File: config.mk
export PLATFORM = sky130hd
export DESIGN_NAME = pcaa_array
export DESIGN_NICKNAME = d
export VERILOG_FILES = /design/src/pcaa_pkg.sv /design/src/pcaa_array.sv
export SDC_FILE = /design/constraint.sdc
export NUM_CORES = 1
export LEC_CHECK = 0
export ABC_CLOCK_PERIOD_IN_PS = 8800
export BUFFER_PORTS_ARGS = -buffer_cell sky130_fd_sc_hd__buf_2
export CAP_MARGIN = 20
export CORE_ASPECT_RATIO = 0.5
export CORE_MARGIN = 2
export CORE_UTILIZATION = 45
export CTS_BUF_LIST = sky130_fd_sc_hd__clkbuf_8 sky130_fd_sc_hd__clkbuf_16
export DETAILED_ROUTE_END_ITERATION = 7
export PLACE_DENSITY_LB_ADDON = 0.1
export SETUP_SLACK_MARGIN = 0.02
export SYNTH_ARGS = -nofsm -noshare
export SYNTH_HDL_FRONTEND = slang
export SYNTH_SLANG_ARGS = --single-unit
export TNS_END_PERCENT = 30
File: constraint.sdc
create_clock -name i_clk -period 8.8 [get_ports i_clk]
set_input_delay 0.44 -clock i_clk [delete_from_list [all_inputs] [get_ports i_clk]]
set_output_delay 0.44 -clock i_clk [all_outputs]
set_load 0.03 [all_outputs]
File: src/pcaa_pkg.sv
// Package for the counter array: register map, field positions, codes and counts.
package pcaa_pkg;

  // ****************************************************************
  // Sizes
  // ****************************************************************
  localparam int NUM_MODULES = 6;
  localparam int HOLD_CYCLES = 2;
  localparam logic [3:0] DIV12_LAST = 4'hb;
  localparam logic [1:0] DIV4_LAST = 2'h3;
  localparam logic [2:0] OSC_DIV_LAST = 3'h7;

  // ****************************************************************
  // Register offsets
  // ****************************************************************
  localparam logic [7:0] OFF_CTRL = 8'h00;
  localparam logic [7:0] OFF_MODE = 8'h01;
  localparam logic [7:0] OFF_CNT_LO = 8'h02;
  localparam logic [7:0] OFF_CNT_HI = 8'h03;
  localparam logic [7:0] OFF_IRQ_EN = 8'h04;
  localparam logic [7:0] OFF_MMODE_BASE = 8'h10;
  localparam logic [7:0] OFF_VLO_BASE = 8'h18;
  localparam logic [7:0] OFF_VHI_BASE = 8'h20;

  // ****************************************************************
  // Field positions
  // ****************************************************************
  localparam int CTRL_OVF_BIT = 7;
  localparam int CTRL_RUN_BIT = 6;
  localparam int MODE_IDLE_BIT = 7;
  localparam int MODE_TB_LSB = 1;
  localparam int MODE_OVF_IE_BIT = 0;
  localparam int IRQ_GLOBAL_BIT = 0;
  localparam int IRQ_ARRAY_BIT = 1;
  localparam int MM_WIDE = 7;
  localparam int MM_CMP = 6;
  localparam int MM_RISE = 5;
  localparam int MM_FALL = 4;
  localparam int MM_MAT = 3;
  localparam int MM_TOG = 2;
  localparam int MM_PWM = 1;
  localparam int MM_IE = 0;

  // ****************************************************************
  // Timebase codes and reset values
  // ****************************************************************
  localparam logic [2:0] TB_DIV12 = 3'h0;
  localparam logic [2:0] TB_DIV4 = 3'h1;
  localparam logic [2:0] TB_T0OVF = 3'h2;
  localparam logic [2:0] TB_EXTIN = 3'h3;
  localparam logic [2:0] TB_SYS = 3'h4;
  localparam logic [2:0] TB_OSC8 = 3'h5;
  localparam logic [7:0] RST_BYTE = 8'h00;

  // Whole state of the array.
  typedef struct packed {
    logic [15:0] cnt;
    logic [7:0] snap;
    logic [3:0] presc;
    logic [2:0] osc_div;
    logic [2:0] eci_sync;
    logic eci_filt;
    logic [2:0] osc_sync;
    logic osc_filt;
    logic [NUM_MODULES-1:0][2:0] line_sync;
    logic [NUM_MODULES-1:0] line_filt;
    logic ovf;
    logic run;
    logic [NUM_MODULES-1:0] mflag;
    logic idle_stop;
    logic [2:0] tbsel;
    logic ovf_ie;
    logic gie;
    logic aie;
    logic [NUM_MODULES-1:0][7:0] mmode;
    logic [NUM_MODULES-1:0][7:0] vlo;
    logic [NUM_MODULES-1:0][7:0] vhi;
    logic [NUM_MODULES-1:0] line_out;
    logic [NUM_MODULES-1:0] line_oe_n;
    logic [7:0] rdata;
    logic irq;
  } pcaa_state_type;

endpackage

File: src/pcaa_array.sv
// Counter array with six capture/compare modules behind a plain register port.
`timescale 1ns/10ps

module pcaa_array
  import pcaa_pkg::*;
(
  input wire logic i_clk,
  input wire logic i_sys_rst,
  input wire logic [7:0] i_addr,
  input wire logic [7:0] i_wdata,
  input wire logic i_wr,
  input wire logic i_rd,
  output logic [7:0] o_rdata,
  input wire logic i_timer0_ovf,
  input wire logic i_ext_count_input,
  input wire logic i_ext_osc,
  input wire logic i_cpu_idle,
  input wire logic i_rmw_ctrl,
  input wire logic [NUM_MODULES-1:0] i_module_line,
  output logic [NUM_MODULES-1:0] o_module_line,
  output logic [NUM_MODULES-1:0] o_module_line_oe_n,
  output logic o_irq
);

  // ****************************************************************
  // Elaboration check
  // ****************************************************************
  if (NUM_MODULES < 1 || NUM_MODULES > 6) begin : g_bad_count
    $error("module count must be 1 to 6");
  end

  pcaa_state_type st_r;
  pcaa_state_type st_nxt;
  logic tick;
  logic inc;
  logic [15:0] cnt_inc;
  logic [NUM_MODULES-1:0] cap_evt;
  logic [NUM_MODULES-1:0] hit16;
  logic pwm8_mode;

  // ****************************************************************
  // Next-state logic
  // ****************************************************************
  always_comb begin
    logic eci_fall;
    logic osc_rise;
    logic low_wrap;
    logic [7:0] mm;
    logic hit8;
    logic rise;
    logic fall;
    logic [7:0] midx;
    eci_fall = 1'b0;
    osc_rise = 1'b0;
    low_wrap = 1'b0;
    mm = RST_BYTE;
    hit8 = 1'b0;
    rise = 1'b0;
    fall = 1'b0;
    midx = RST_BYTE;
    st_nxt = st_r;
    cap_evt = '0;
    hit16 = '0;

    // External inputs pass three flops; a level counts once flops two and three agree.
    st_nxt.eci_sync = {st_r.eci_sync[1:0], i_ext_count_input};
    if (st_r.eci_sync[1] == st_r.eci_sync[2]) begin
      st_nxt.eci_filt = st_r.eci_sync[2];
    end
    eci_fall = st_r.eci_filt && !st_nxt.eci_filt;
    st_nxt.osc_sync = {st_r.osc_sync[1:0], i_ext_osc};
    if (st_r.osc_sync[1] == st_r.osc_sync[2]) begin
      st_nxt.osc_filt = st_r.osc_sync[2];
    end
    osc_rise = !st_r.osc_filt && st_nxt.osc_filt;

    // Prescaler for the divided system clock and the divided oscillator.
    st_nxt.presc = (st_r.presc == DIV12_LAST) ? 4'h0 : st_r.presc + 4'h1;
    if (osc_rise) begin
      st_nxt.osc_div = st_r.osc_div + 3'h1;
    end

    // Timebase select.
    case (st_r.tbsel)
      TB_DIV12: tick = (st_r.presc == DIV12_LAST);
      TB_DIV4: tick = (st_r.presc[1:0] == DIV4_LAST);
      TB_T0OVF: tick = i_timer0_ovf;
      TB_EXTIN: tick = eci_fall;
      TB_SYS: tick = 1'b1;
      TB_OSC8: tick = osc_rise && (st_r.osc_div == OSC_DIV_LAST);
      default: tick = 1'b0;
    endcase

    // Count while running, unless stopped by idle with the stop bit set.
    inc = st_r.run && tick && !(i_cpu_idle && st_r.idle_stop);
    cnt_inc = st_r.cnt + 16'h1;
    if (inc) begin
      st_nxt.cnt = cnt_inc;
    end
    low_wrap = inc && (st_r.cnt[7:0] == 8'hff);

    // Register writes; hardware sets below win over the cleared value.
    if (i_wr) begin
      if (i_addr == OFF_CTRL) begin
        st_nxt.ovf = i_wdata[CTRL_OVF_BIT];
        st_nxt.run = i_wdata[CTRL_RUN_BIT];
        st_nxt.mflag = i_wdata[NUM_MODULES-1:0];
      end else if (i_addr == OFF_MODE) begin
        st_nxt.idle_stop = i_wdata[MODE_IDLE_BIT];
        st_nxt.tbsel = i_wdata[MODE_TB_LSB+:3];
        st_nxt.ovf_ie = i_wdata[MODE_OVF_IE_BIT];
      end else if (i_addr == OFF_CNT_LO) begin
        st_nxt.cnt[7:0] = i_wdata;
      end else if (i_addr == OFF_CNT_HI) begin
        st_nxt.cnt[15:8] = i_wdata;
      end else if (i_addr == OFF_IRQ_EN) begin
        st_nxt.gie = i_wdata[IRQ_GLOBAL_BIT];
        st_nxt.aie = i_wdata[IRQ_ARRAY_BIT];
      end else if (i_addr >= OFF_MMODE_BASE && i_addr < OFF_MMODE_BASE + 8'(NUM_MODULES)) begin
        midx = i_addr - OFF_MMODE_BASE;
        st_nxt.mmode[midx[2:0]] = i_wdata;
      end else if (i_addr >= OFF_VLO_BASE && i_addr < OFF_VLO_BASE + 8'(NUM_MODULES)) begin
        midx = i_addr - OFF_VLO_BASE;
        st_nxt.vlo[midx[2:0]] = i_wdata;
      end else if (i_addr >= OFF_VHI_BASE && i_addr < OFF_VHI_BASE + 8'(NUM_MODULES)) begin
        midx = i_addr - OFF_VHI_BASE;
        st_nxt.vhi[midx[2:0]] = i_wdata;
      end
    end

    // Overflow sets the flag unless a read-modify-write of the control register is running.
    if (inc && st_r.cnt == 16'hffff && !i_rmw_ctrl) begin
      st_nxt.ovf = 1'b1;
    end

    // Per-module behaviour.
    for (int k = 0; k < NUM_MODULES; k++) begin
      mm = st_r.mmode[k];
      // Line filter: three flops, level valid after two equal samples.
      st_nxt.line_sync[k] = {st_r.line_sync[k][1:0], i_module_line[k]};
      if (st_r.line_sync[k][1] == st_r.line_sync[k][2]) begin
        st_nxt.line_filt[k] = st_r.line_sync[k][2];
      end
      rise = !st_r.line_filt[k] && st_nxt.line_filt[k];
      fall = st_r.line_filt[k] && !st_nxt.line_filt[k];
      hit16[k] = inc && (cnt_inc == {st_r.vhi[k], st_r.vlo[k]});
      hit8 = inc && (cnt_inc[7:0] == st_r.vlo[k]);
      // Output modes drive the line; capture modes leave it as an input.
      st_nxt.line_oe_n[k] = !(mm[MM_CMP] && (mm[MM_TOG] || mm[MM_PWM]));
      if (!mm[MM_MAT] && !mm[MM_TOG] && !mm[MM_PWM] && (mm[MM_RISE] || mm[MM_FALL])) begin
        // Edge-triggered capture.
        cap_evt[k] = (mm[MM_RISE] && rise) || (mm[MM_FALL] && fall);
        if (cap_evt[k]) begin
          st_nxt.vlo[k] = st_r.cnt[7:0];
          st_nxt.vhi[k] = st_r.cnt[15:8];
          st_nxt.mflag[k] = 1'b1;
        end
      end else if (mm[MM_CMP] && mm[MM_MAT] && !mm[MM_PWM]) begin
        // Software timer, with toggle for high-speed output.
        if (hit16[k]) begin
          st_nxt.mflag[k] = 1'b1;
          if (mm[MM_TOG]) begin
            st_nxt.line_out[k] = !st_r.line_out[k];
          end
        end
      end else if (mm[MM_CMP] && mm[MM_TOG] && mm[MM_PWM]) begin
        // Frequency output; adding a zero high byte wraps a full 256 counts.
        if (hit8) begin
          st_nxt.line_out[k] = !st_r.line_out[k];
          st_nxt.vlo[k] = st_r.vlo[k] + st_r.vhi[k];
        end
      end else if (mm[MM_CMP] && mm[MM_PWM] && !mm[MM_WIDE]) begin
        // 8-bit PWM: a match at the wrap itself keeps the line high.
        if (low_wrap) begin
          st_nxt.line_out[k] = 1'b0;
          st_nxt.vlo[k] = st_r.vhi[k];
        end
        if (hit8) begin
          st_nxt.line_out[k] = 1'b1;
        end
      end else if (mm[MM_CMP] && mm[MM_PWM] && mm[MM_WIDE]) begin
        // 16-bit PWM with a match flag for duty updates.
        if (inc && st_r.cnt == 16'hffff) begin
          st_nxt.line_out[k] = 1'b0;
        end
        if (hit16[k]) begin
          st_nxt.line_out[k] = 1'b1;
          st_nxt.mflag[k] = 1'b1;
        end
      end
    end

    // Read data, valid one cycle after the strobe; unmapped offsets read zero.
    st_nxt.rdata = RST_BYTE;
    if (i_rd) begin
      if (i_addr == OFF_CTRL) begin
        st_nxt.rdata = {st_r.ovf, st_r.run, 6'(st_r.mflag)};
      end else if (i_addr == OFF_MODE) begin
        st_nxt.rdata = {st_r.idle_stop, 3'h0, st_r.tbsel, st_r.ovf_ie};
      end else if (i_addr == OFF_CNT_LO) begin
        st_nxt.rdata = st_r.cnt[7:0];
        st_nxt.snap = st_r.cnt[15:8];
      end else if (i_addr == OFF_CNT_HI) begin
        st_nxt.rdata = st_r.snap;
      end else if (i_addr == OFF_IRQ_EN) begin
        st_nxt.rdata = {6'h00, st_r.aie, st_r.gie};
      end else if (i_addr >= OFF_MMODE_BASE && i_addr < OFF_MMODE_BASE + 8'(NUM_MODULES)) begin
        midx = i_addr - OFF_MMODE_BASE;
        st_nxt.rdata = st_r.mmode[midx[2:0]];
      end else if (i_addr >= OFF_VLO_BASE && i_addr < OFF_VLO_BASE + 8'(NUM_MODULES)) begin
        midx = i_addr - OFF_VLO_BASE;
        st_nxt.rdata = st_r.vlo[midx[2:0]];
      end else if (i_addr >= OFF_VHI_BASE && i_addr < OFF_VHI_BASE + 8'(NUM_MODULES)) begin
        midx = i_addr - OFF_VHI_BASE;
        st_nxt.rdata = st_r.vhi[midx[2:0]];
      end
    end

    // Interrupt request from the registered flags and enables.
    st_nxt.irq = st_r.gie && st_r.aie &&
                 ((st_r.ovf && st_r.ovf_ie) || |(st_r.mflag & mie(st_r.mmode)));
  end

  // Collects the per-module interrupt enable bits.
  function automatic logic [NUM_MODULES-1:0] mie(input logic [NUM_MODULES-1:0][7:0] modes);
    logic [NUM_MODULES-1:0] res;
    res = '0;
    for (int j = 0; j < NUM_MODULES; j++) begin
      res[j] = modes[j][MM_IE];
    end
    return res;
  endfunction

  // ****************************************************************
  // State register
  // ****************************************************************
  always_ff @(posedge i_clk or posedge i_sys_rst) begin
    if (i_sys_rst) begin
      st_r <= '0;
      st_r.line_oe_n <= '1;
    end else begin
      st_r <= st_nxt;
    end
  end

  // Outputs straight from the state flops.
  assign o_rdata = st_r.rdata;
  assign o_module_line = st_r.line_out;
  assign o_module_line_oe_n = st_r.line_oe_n;
  assign o_irq = st_r.irq;

  // Module 5 in 8-bit mode: high on a low-byte match, low and reloaded on a low-byte wrap.
  assign pwm8_mode = st_r.mmode[5][MM_CMP] && st_r.mmode[5][MM_PWM] && !st_r.mmode[5][MM_WIDE]
    && !st_r.mmode[5][MM_TOG];
endmodule

## Word-level counts from Yosys, hierarchy flattened

Index checks and enable logic that the tools add are counted.

- Register bits: 243
- Logic and storage cells: 572

- $add $sub $neg: 12
- Order comparisons: 12
- Equal/unequal tests: 64
- Muxes and demuxes: 208
- Bitwise gates (word level): 12
- Reduce and logical (&&, ||, !) cells: 214

Operators by type and width:

| kind | number |
|---|---|
| two-way mux 8 bit | 73 |
| two-way mux 146 bit | 3 |
| two-way mux 48 bit | 4 |
| two-way mux 159 bit | 1 |
| two-way mux 151 bit | 1 |
| bitwise mux 48 bit | 3 |
| two-way mux 144 bit | 1 |
| logical AND 1 bit | 120 |
| two-way mux 1 bit | 107 |
| equality test 16 bit | 6 |
| two-way mux 96 bit | 1 |
| binary-select mux 8 bit (select 3 bit) | 3 |
| demux 8 bit (select 3 bit) | 3 |
| two-way mux 16 bit | 4 |
| zero test 1 bit | 52 |
| AND reduction 7 bit | 7 |
| adder 8 bit | 6 |
| equality test 8 bit | 6 |
| != test 5 bit, second input constant | 5 |
| != test 2 bit, second input constant | 12 |
| != test 4 bit, second input constant | 6 |
| nonzero test 4 bit | 6 |
| logical OR 1 bit | 19 |
| != test 3 bit, second input constant | 6 |
| 36 further kinds | 67 |

## Depth between registers and ports, before layout

- Word-level depth: 21
- Mapped depth: 11

## Least setup slack after synthesis

OpenSTA, ideal clock, no wires.

- Path kind: register to register
- From: register st_r[227] (netlist name)
- To: register st_r (netlist bit o_module_line[4])
- Arrival: 2845 ps
- Required time: 8672 ps
- Path slack: 5828 ps
- Stages on the path, launching flop included: 11
- Buffers on the path: 1
- Clock period less this slack: 2972 ps
- Cell sequence: dfrtp_1 -> ha_1 -> clkbuf_1 -> xnor2_1 -> o311ai_0 -> or4_1 -> a2111oi_4 -> nand3_1 -> nor4_1 -> o21ai_1 -> mux2_1

- Cells in the longest elaborated chain, start to end: 8
- Elaborated cells between the ends (all ways): 20
- Classes of those cells: 1 x add/sub; 8 x eq/ne; 6 x mux; 5 x reduce/logical

RTL lines:

| item | line | RTL |
|---|---|---|
| from (decl) | pcaa_array.sv:32 | `pcaa_state_type st_r;` |
| from (signal assigned) | pcaa_array.sv:242 | `st_r <= st_nxt;` |
| adder 16 x 1 -> 16 bit | pcaa_array.sv:96 | `cnt_inc = st_r.cnt + 16'h1;` |
| equality test 16 bit | pcaa_array.sv:146 | `hit16[k] = inc && (cnt_inc == {st_r.vhi[k], st_r.vlo[k]});` |
| logical AND 1 bit | pcaa_array.sv:146 |  |
| two-way mux 1 bit | pcaa_array.sv:186 | `if (hit16[k]) begin` |
| two-way mux 1 bit | pcaa_array.sv:181 | `end else if (mm[MM_CMP] && mm[MM_PWM] && mm[MM_WIDE]) begin` |
| two-way mux 1 bit | pcaa_array.sv:172 | `end else if (mm[MM_CMP] && mm[MM_PWM] && !mm[MM_WIDE]) begin` |
| two-way mux 1 bit | pcaa_array.sv:166 | `end else if (mm[MM_CMP] && mm[MM_TOG] && mm[MM_PWM]) begin` |
| two-way mux 1 bit | pcaa_array.sv:158 | `end else if (mm[MM_CMP] && mm[MM_MAT] && !mm[MM_PWM]) begin` |

Several ways; a longest one is shown, not always the timed one. The select of a mux whose other input is x is not followed.
A chain may end at the register's enable or synchronous reset.

==> metrics <==
status completed; core box area 0.0373 sq mm; IO Pins 52; Synth Area in XOR/XNOR 10.6%; worst hold stages 2; initial drt markers 2266; RR Startpoint st_r[228]; # Max-Cap Violations 0; Post-synth EDFFs 0; Slew HR 24.0%; clock share of power 34.9%; Net Switching 1.03 mW; critical path depth 9; Horiz. Die Dim 279 microns; total detailed-routing wirelength 72600 microns; synth warn 0; Total GRT Usage 36.7%; Die Ht 142 microns; Slew Viols, Final 0; total negative slack 0 ps; FF-to-FF End st_r[90]; worst vdd ir 0.000135 V; final setup fails 0; Cells after Synth 1838; worst-path cell chain ha_1, nand3_1, nor2_2, xnor3_1, nand2b_1, nor4_2, a21oi_1, nor2b_1, o32a_1; final worst path period need 4400 ps; Worst-Margin Slew 1140 ps; Achievable Freq 227 MHz; Post-Syn Area 0.0170 sq mm; Area growth syn-to-layout 8.37%; share of layout cells above drive strength 1 12.3%; FF-to-FF path depth 9; total number of vias 15500; fin crit share 50.0%; RSZ-0062 raised after global routing no; Power per Cell Area 167 mW/mm^2; Top delay family on crit path simple AND/OR/NAND/NOR gates; Critical Path Start Type flop; Synth Area per Inst 9.26 sq um; TritonCTS clock tree yes; Final Skew 17.9 ps; Layout Utilization 49.4%; Crit Path Class flop to flop; first-pass iteration count of the detailed router 6; Ant. Diodes 0; GRT overflow 0; FF+latch count, synth 243; Fin. Hold Viols 0; post-CTS setup buffers 0; Max stage delay cell, worst path dfrtp_1; Post-DP Area 0.0175 sq mm; Compound-Gate Fraction of Synth Area 18.7%; Avg WL per Cell 31.1 microns; clock sinks 243; r2r setup slk 4400 ps; Lkg Pwr 7.79 nW; post-route design area 0.0184 sq mm; FILL cells 3526; Placer Congestion 1.02; DR vias/cell 6.65; detailed placement HPWL 52900 microns; Crit path largest cell delay 960 ps; Worst Hold Launch i_rmw_ctrl; largest family of logic cells by synthesized area compound AO/OA/AOI/OAI gates; Async SR Flop Fraction 100%; FP Rows 50; initial antenna violation count 3; Mapped Nets 1921; register area share after synthesis 35.8%; hold crit path type input pin to flop; Synth cell types 91; clock tree buffer depth 3; Pint 2.05 mW; Flop pwr share 43.3%; Sw Ratio 33.4%; leading register cell type out of synthesis dfrtp_1; clk slew on worst S/H paths 70 ps; proportion of synthesized area in mux cells 11.8%; Comb power frac 21.8%; Final Power 3.08 mW; CP endpoint kind flop; worst path required time 9240 ps; initial core utilization 45.6%; Hold Slack 73.6 ps; Port Buffers 51; # DRC 0; largest net degree at the start of global routing 158; first-pass GRT wire length 104000 microns; CTS Buf Count 24; DIE AREA 0.0395 sq mm; CP Data Arrival Time 4830 ps; WP buf/inv 0; clk root buf clkbuf_16; Final #Nets 1905; crit path from st_r[228]; Worst Hold Path EP st_r[179]; synthesized-area fraction occupied by adder cells 4.20%; crit path max fanout 14; htree depth 1; vias in the first global route 14600; simple logic cell fraction of the synthesized area 14.6%; Final ANT Viol Nets 0; Worst-Skew Late Latency 560 ps
-- kinds of logic after synthesis --
kind of cell / count (synthesis)
muxes: 190
xor gates and xnor gates: 169
AOI/OAI and AO/OA: 498
DFF: 243
adders and majority gates: 54
buffers and inverters: 176
and+or+nand+nor: 508
-- cells in the mapped netlist, types with 32 or more instances --
master	instances	area [sq um]
dfrtp_1	237	5930
nand2_1	152	571
o21ai_0	143	716
nor2_1	135	507
mux2i_1	117	1170
a21oi_1	104	521
xnor2_1	99	867
clkbuf_1	88	330
mux2_2	71	800
inv_1	47	176
ha_1	46	576
xor2_1	45	394
nor3_1	38	190
nand3_1	37	185
nor2b_1	32	200
-- area by class of cell --
type	count	area [sq um]	share of cell area, %
multi-input combinational	1419	10200	55.2
timing repair buffer	86	573	3.11
clock inverter	14	101	0.549
clock buffer	30	694	3.76
tap	494	618	3.35
sequential	243	6090	33.0
inverter	48	188	1.02
-- through the flow --
step           setup slack, ps  cells
5_1_grt                   4260   2334
6_report                  4400   2334
3_5_place_dp              4510   2280
3_3_place_gp              4450   2280
4_1_cts                   4480   2333
2_1_floorplan             1700   1838
-- power by group through the flow --
stage	logic (mW)	registers, mW	clock network (mW)
floorplan	0.491	1.26	0
global placement	0.636	1.34	0
detailed placement	0.645	1.35	0
CTS	0.652	1.33	1.09
global route	0.725	1.34	1.14
finish	0.672	1.33	1.08
-- cell usage in the layout (no fill, tap or decap), types with 50 or more instances in the layout --
master	n
buf_2	51
inv_1	50
nand2_1	152
mux2i_1	117
nor2_1	135
a21oi_1	104
o21ai_0	143
xnor2_1	99
dfrtp_1	237
mux2_2	71
-- how the worst max path moves through the flow --
stage	end	slack, ps
final	st_r[90]	4400
after global routing	o_module_line[1]	4260
after CTS	o_module_line[1]	4480
after detailed placement	o_module_line[1]	4510
after global placement	o_module_line[1]	4450
after floorplan	async pin	1700
-- layer usage --
layer | up-vias | wire (microns) | global-route usage (%)
li1 | 6629 | - | -
met1 | 7819 | 33100 | 56.2
met2 | 959 | 28800 | 50.8
met3 | 114 | 8940 | 9.81
met4 | 4 | 1630 | 8.09
met5 | - | 140 | 2.32
-- what timing repair did --
action                     4_1_cts  5_1_grt
hold buffers                     9        0
setup endpoints to repair        0        0
gates resized for setup          0        0
hold endpoints to repair        16        0
Power figures use the tool's default switching activity.
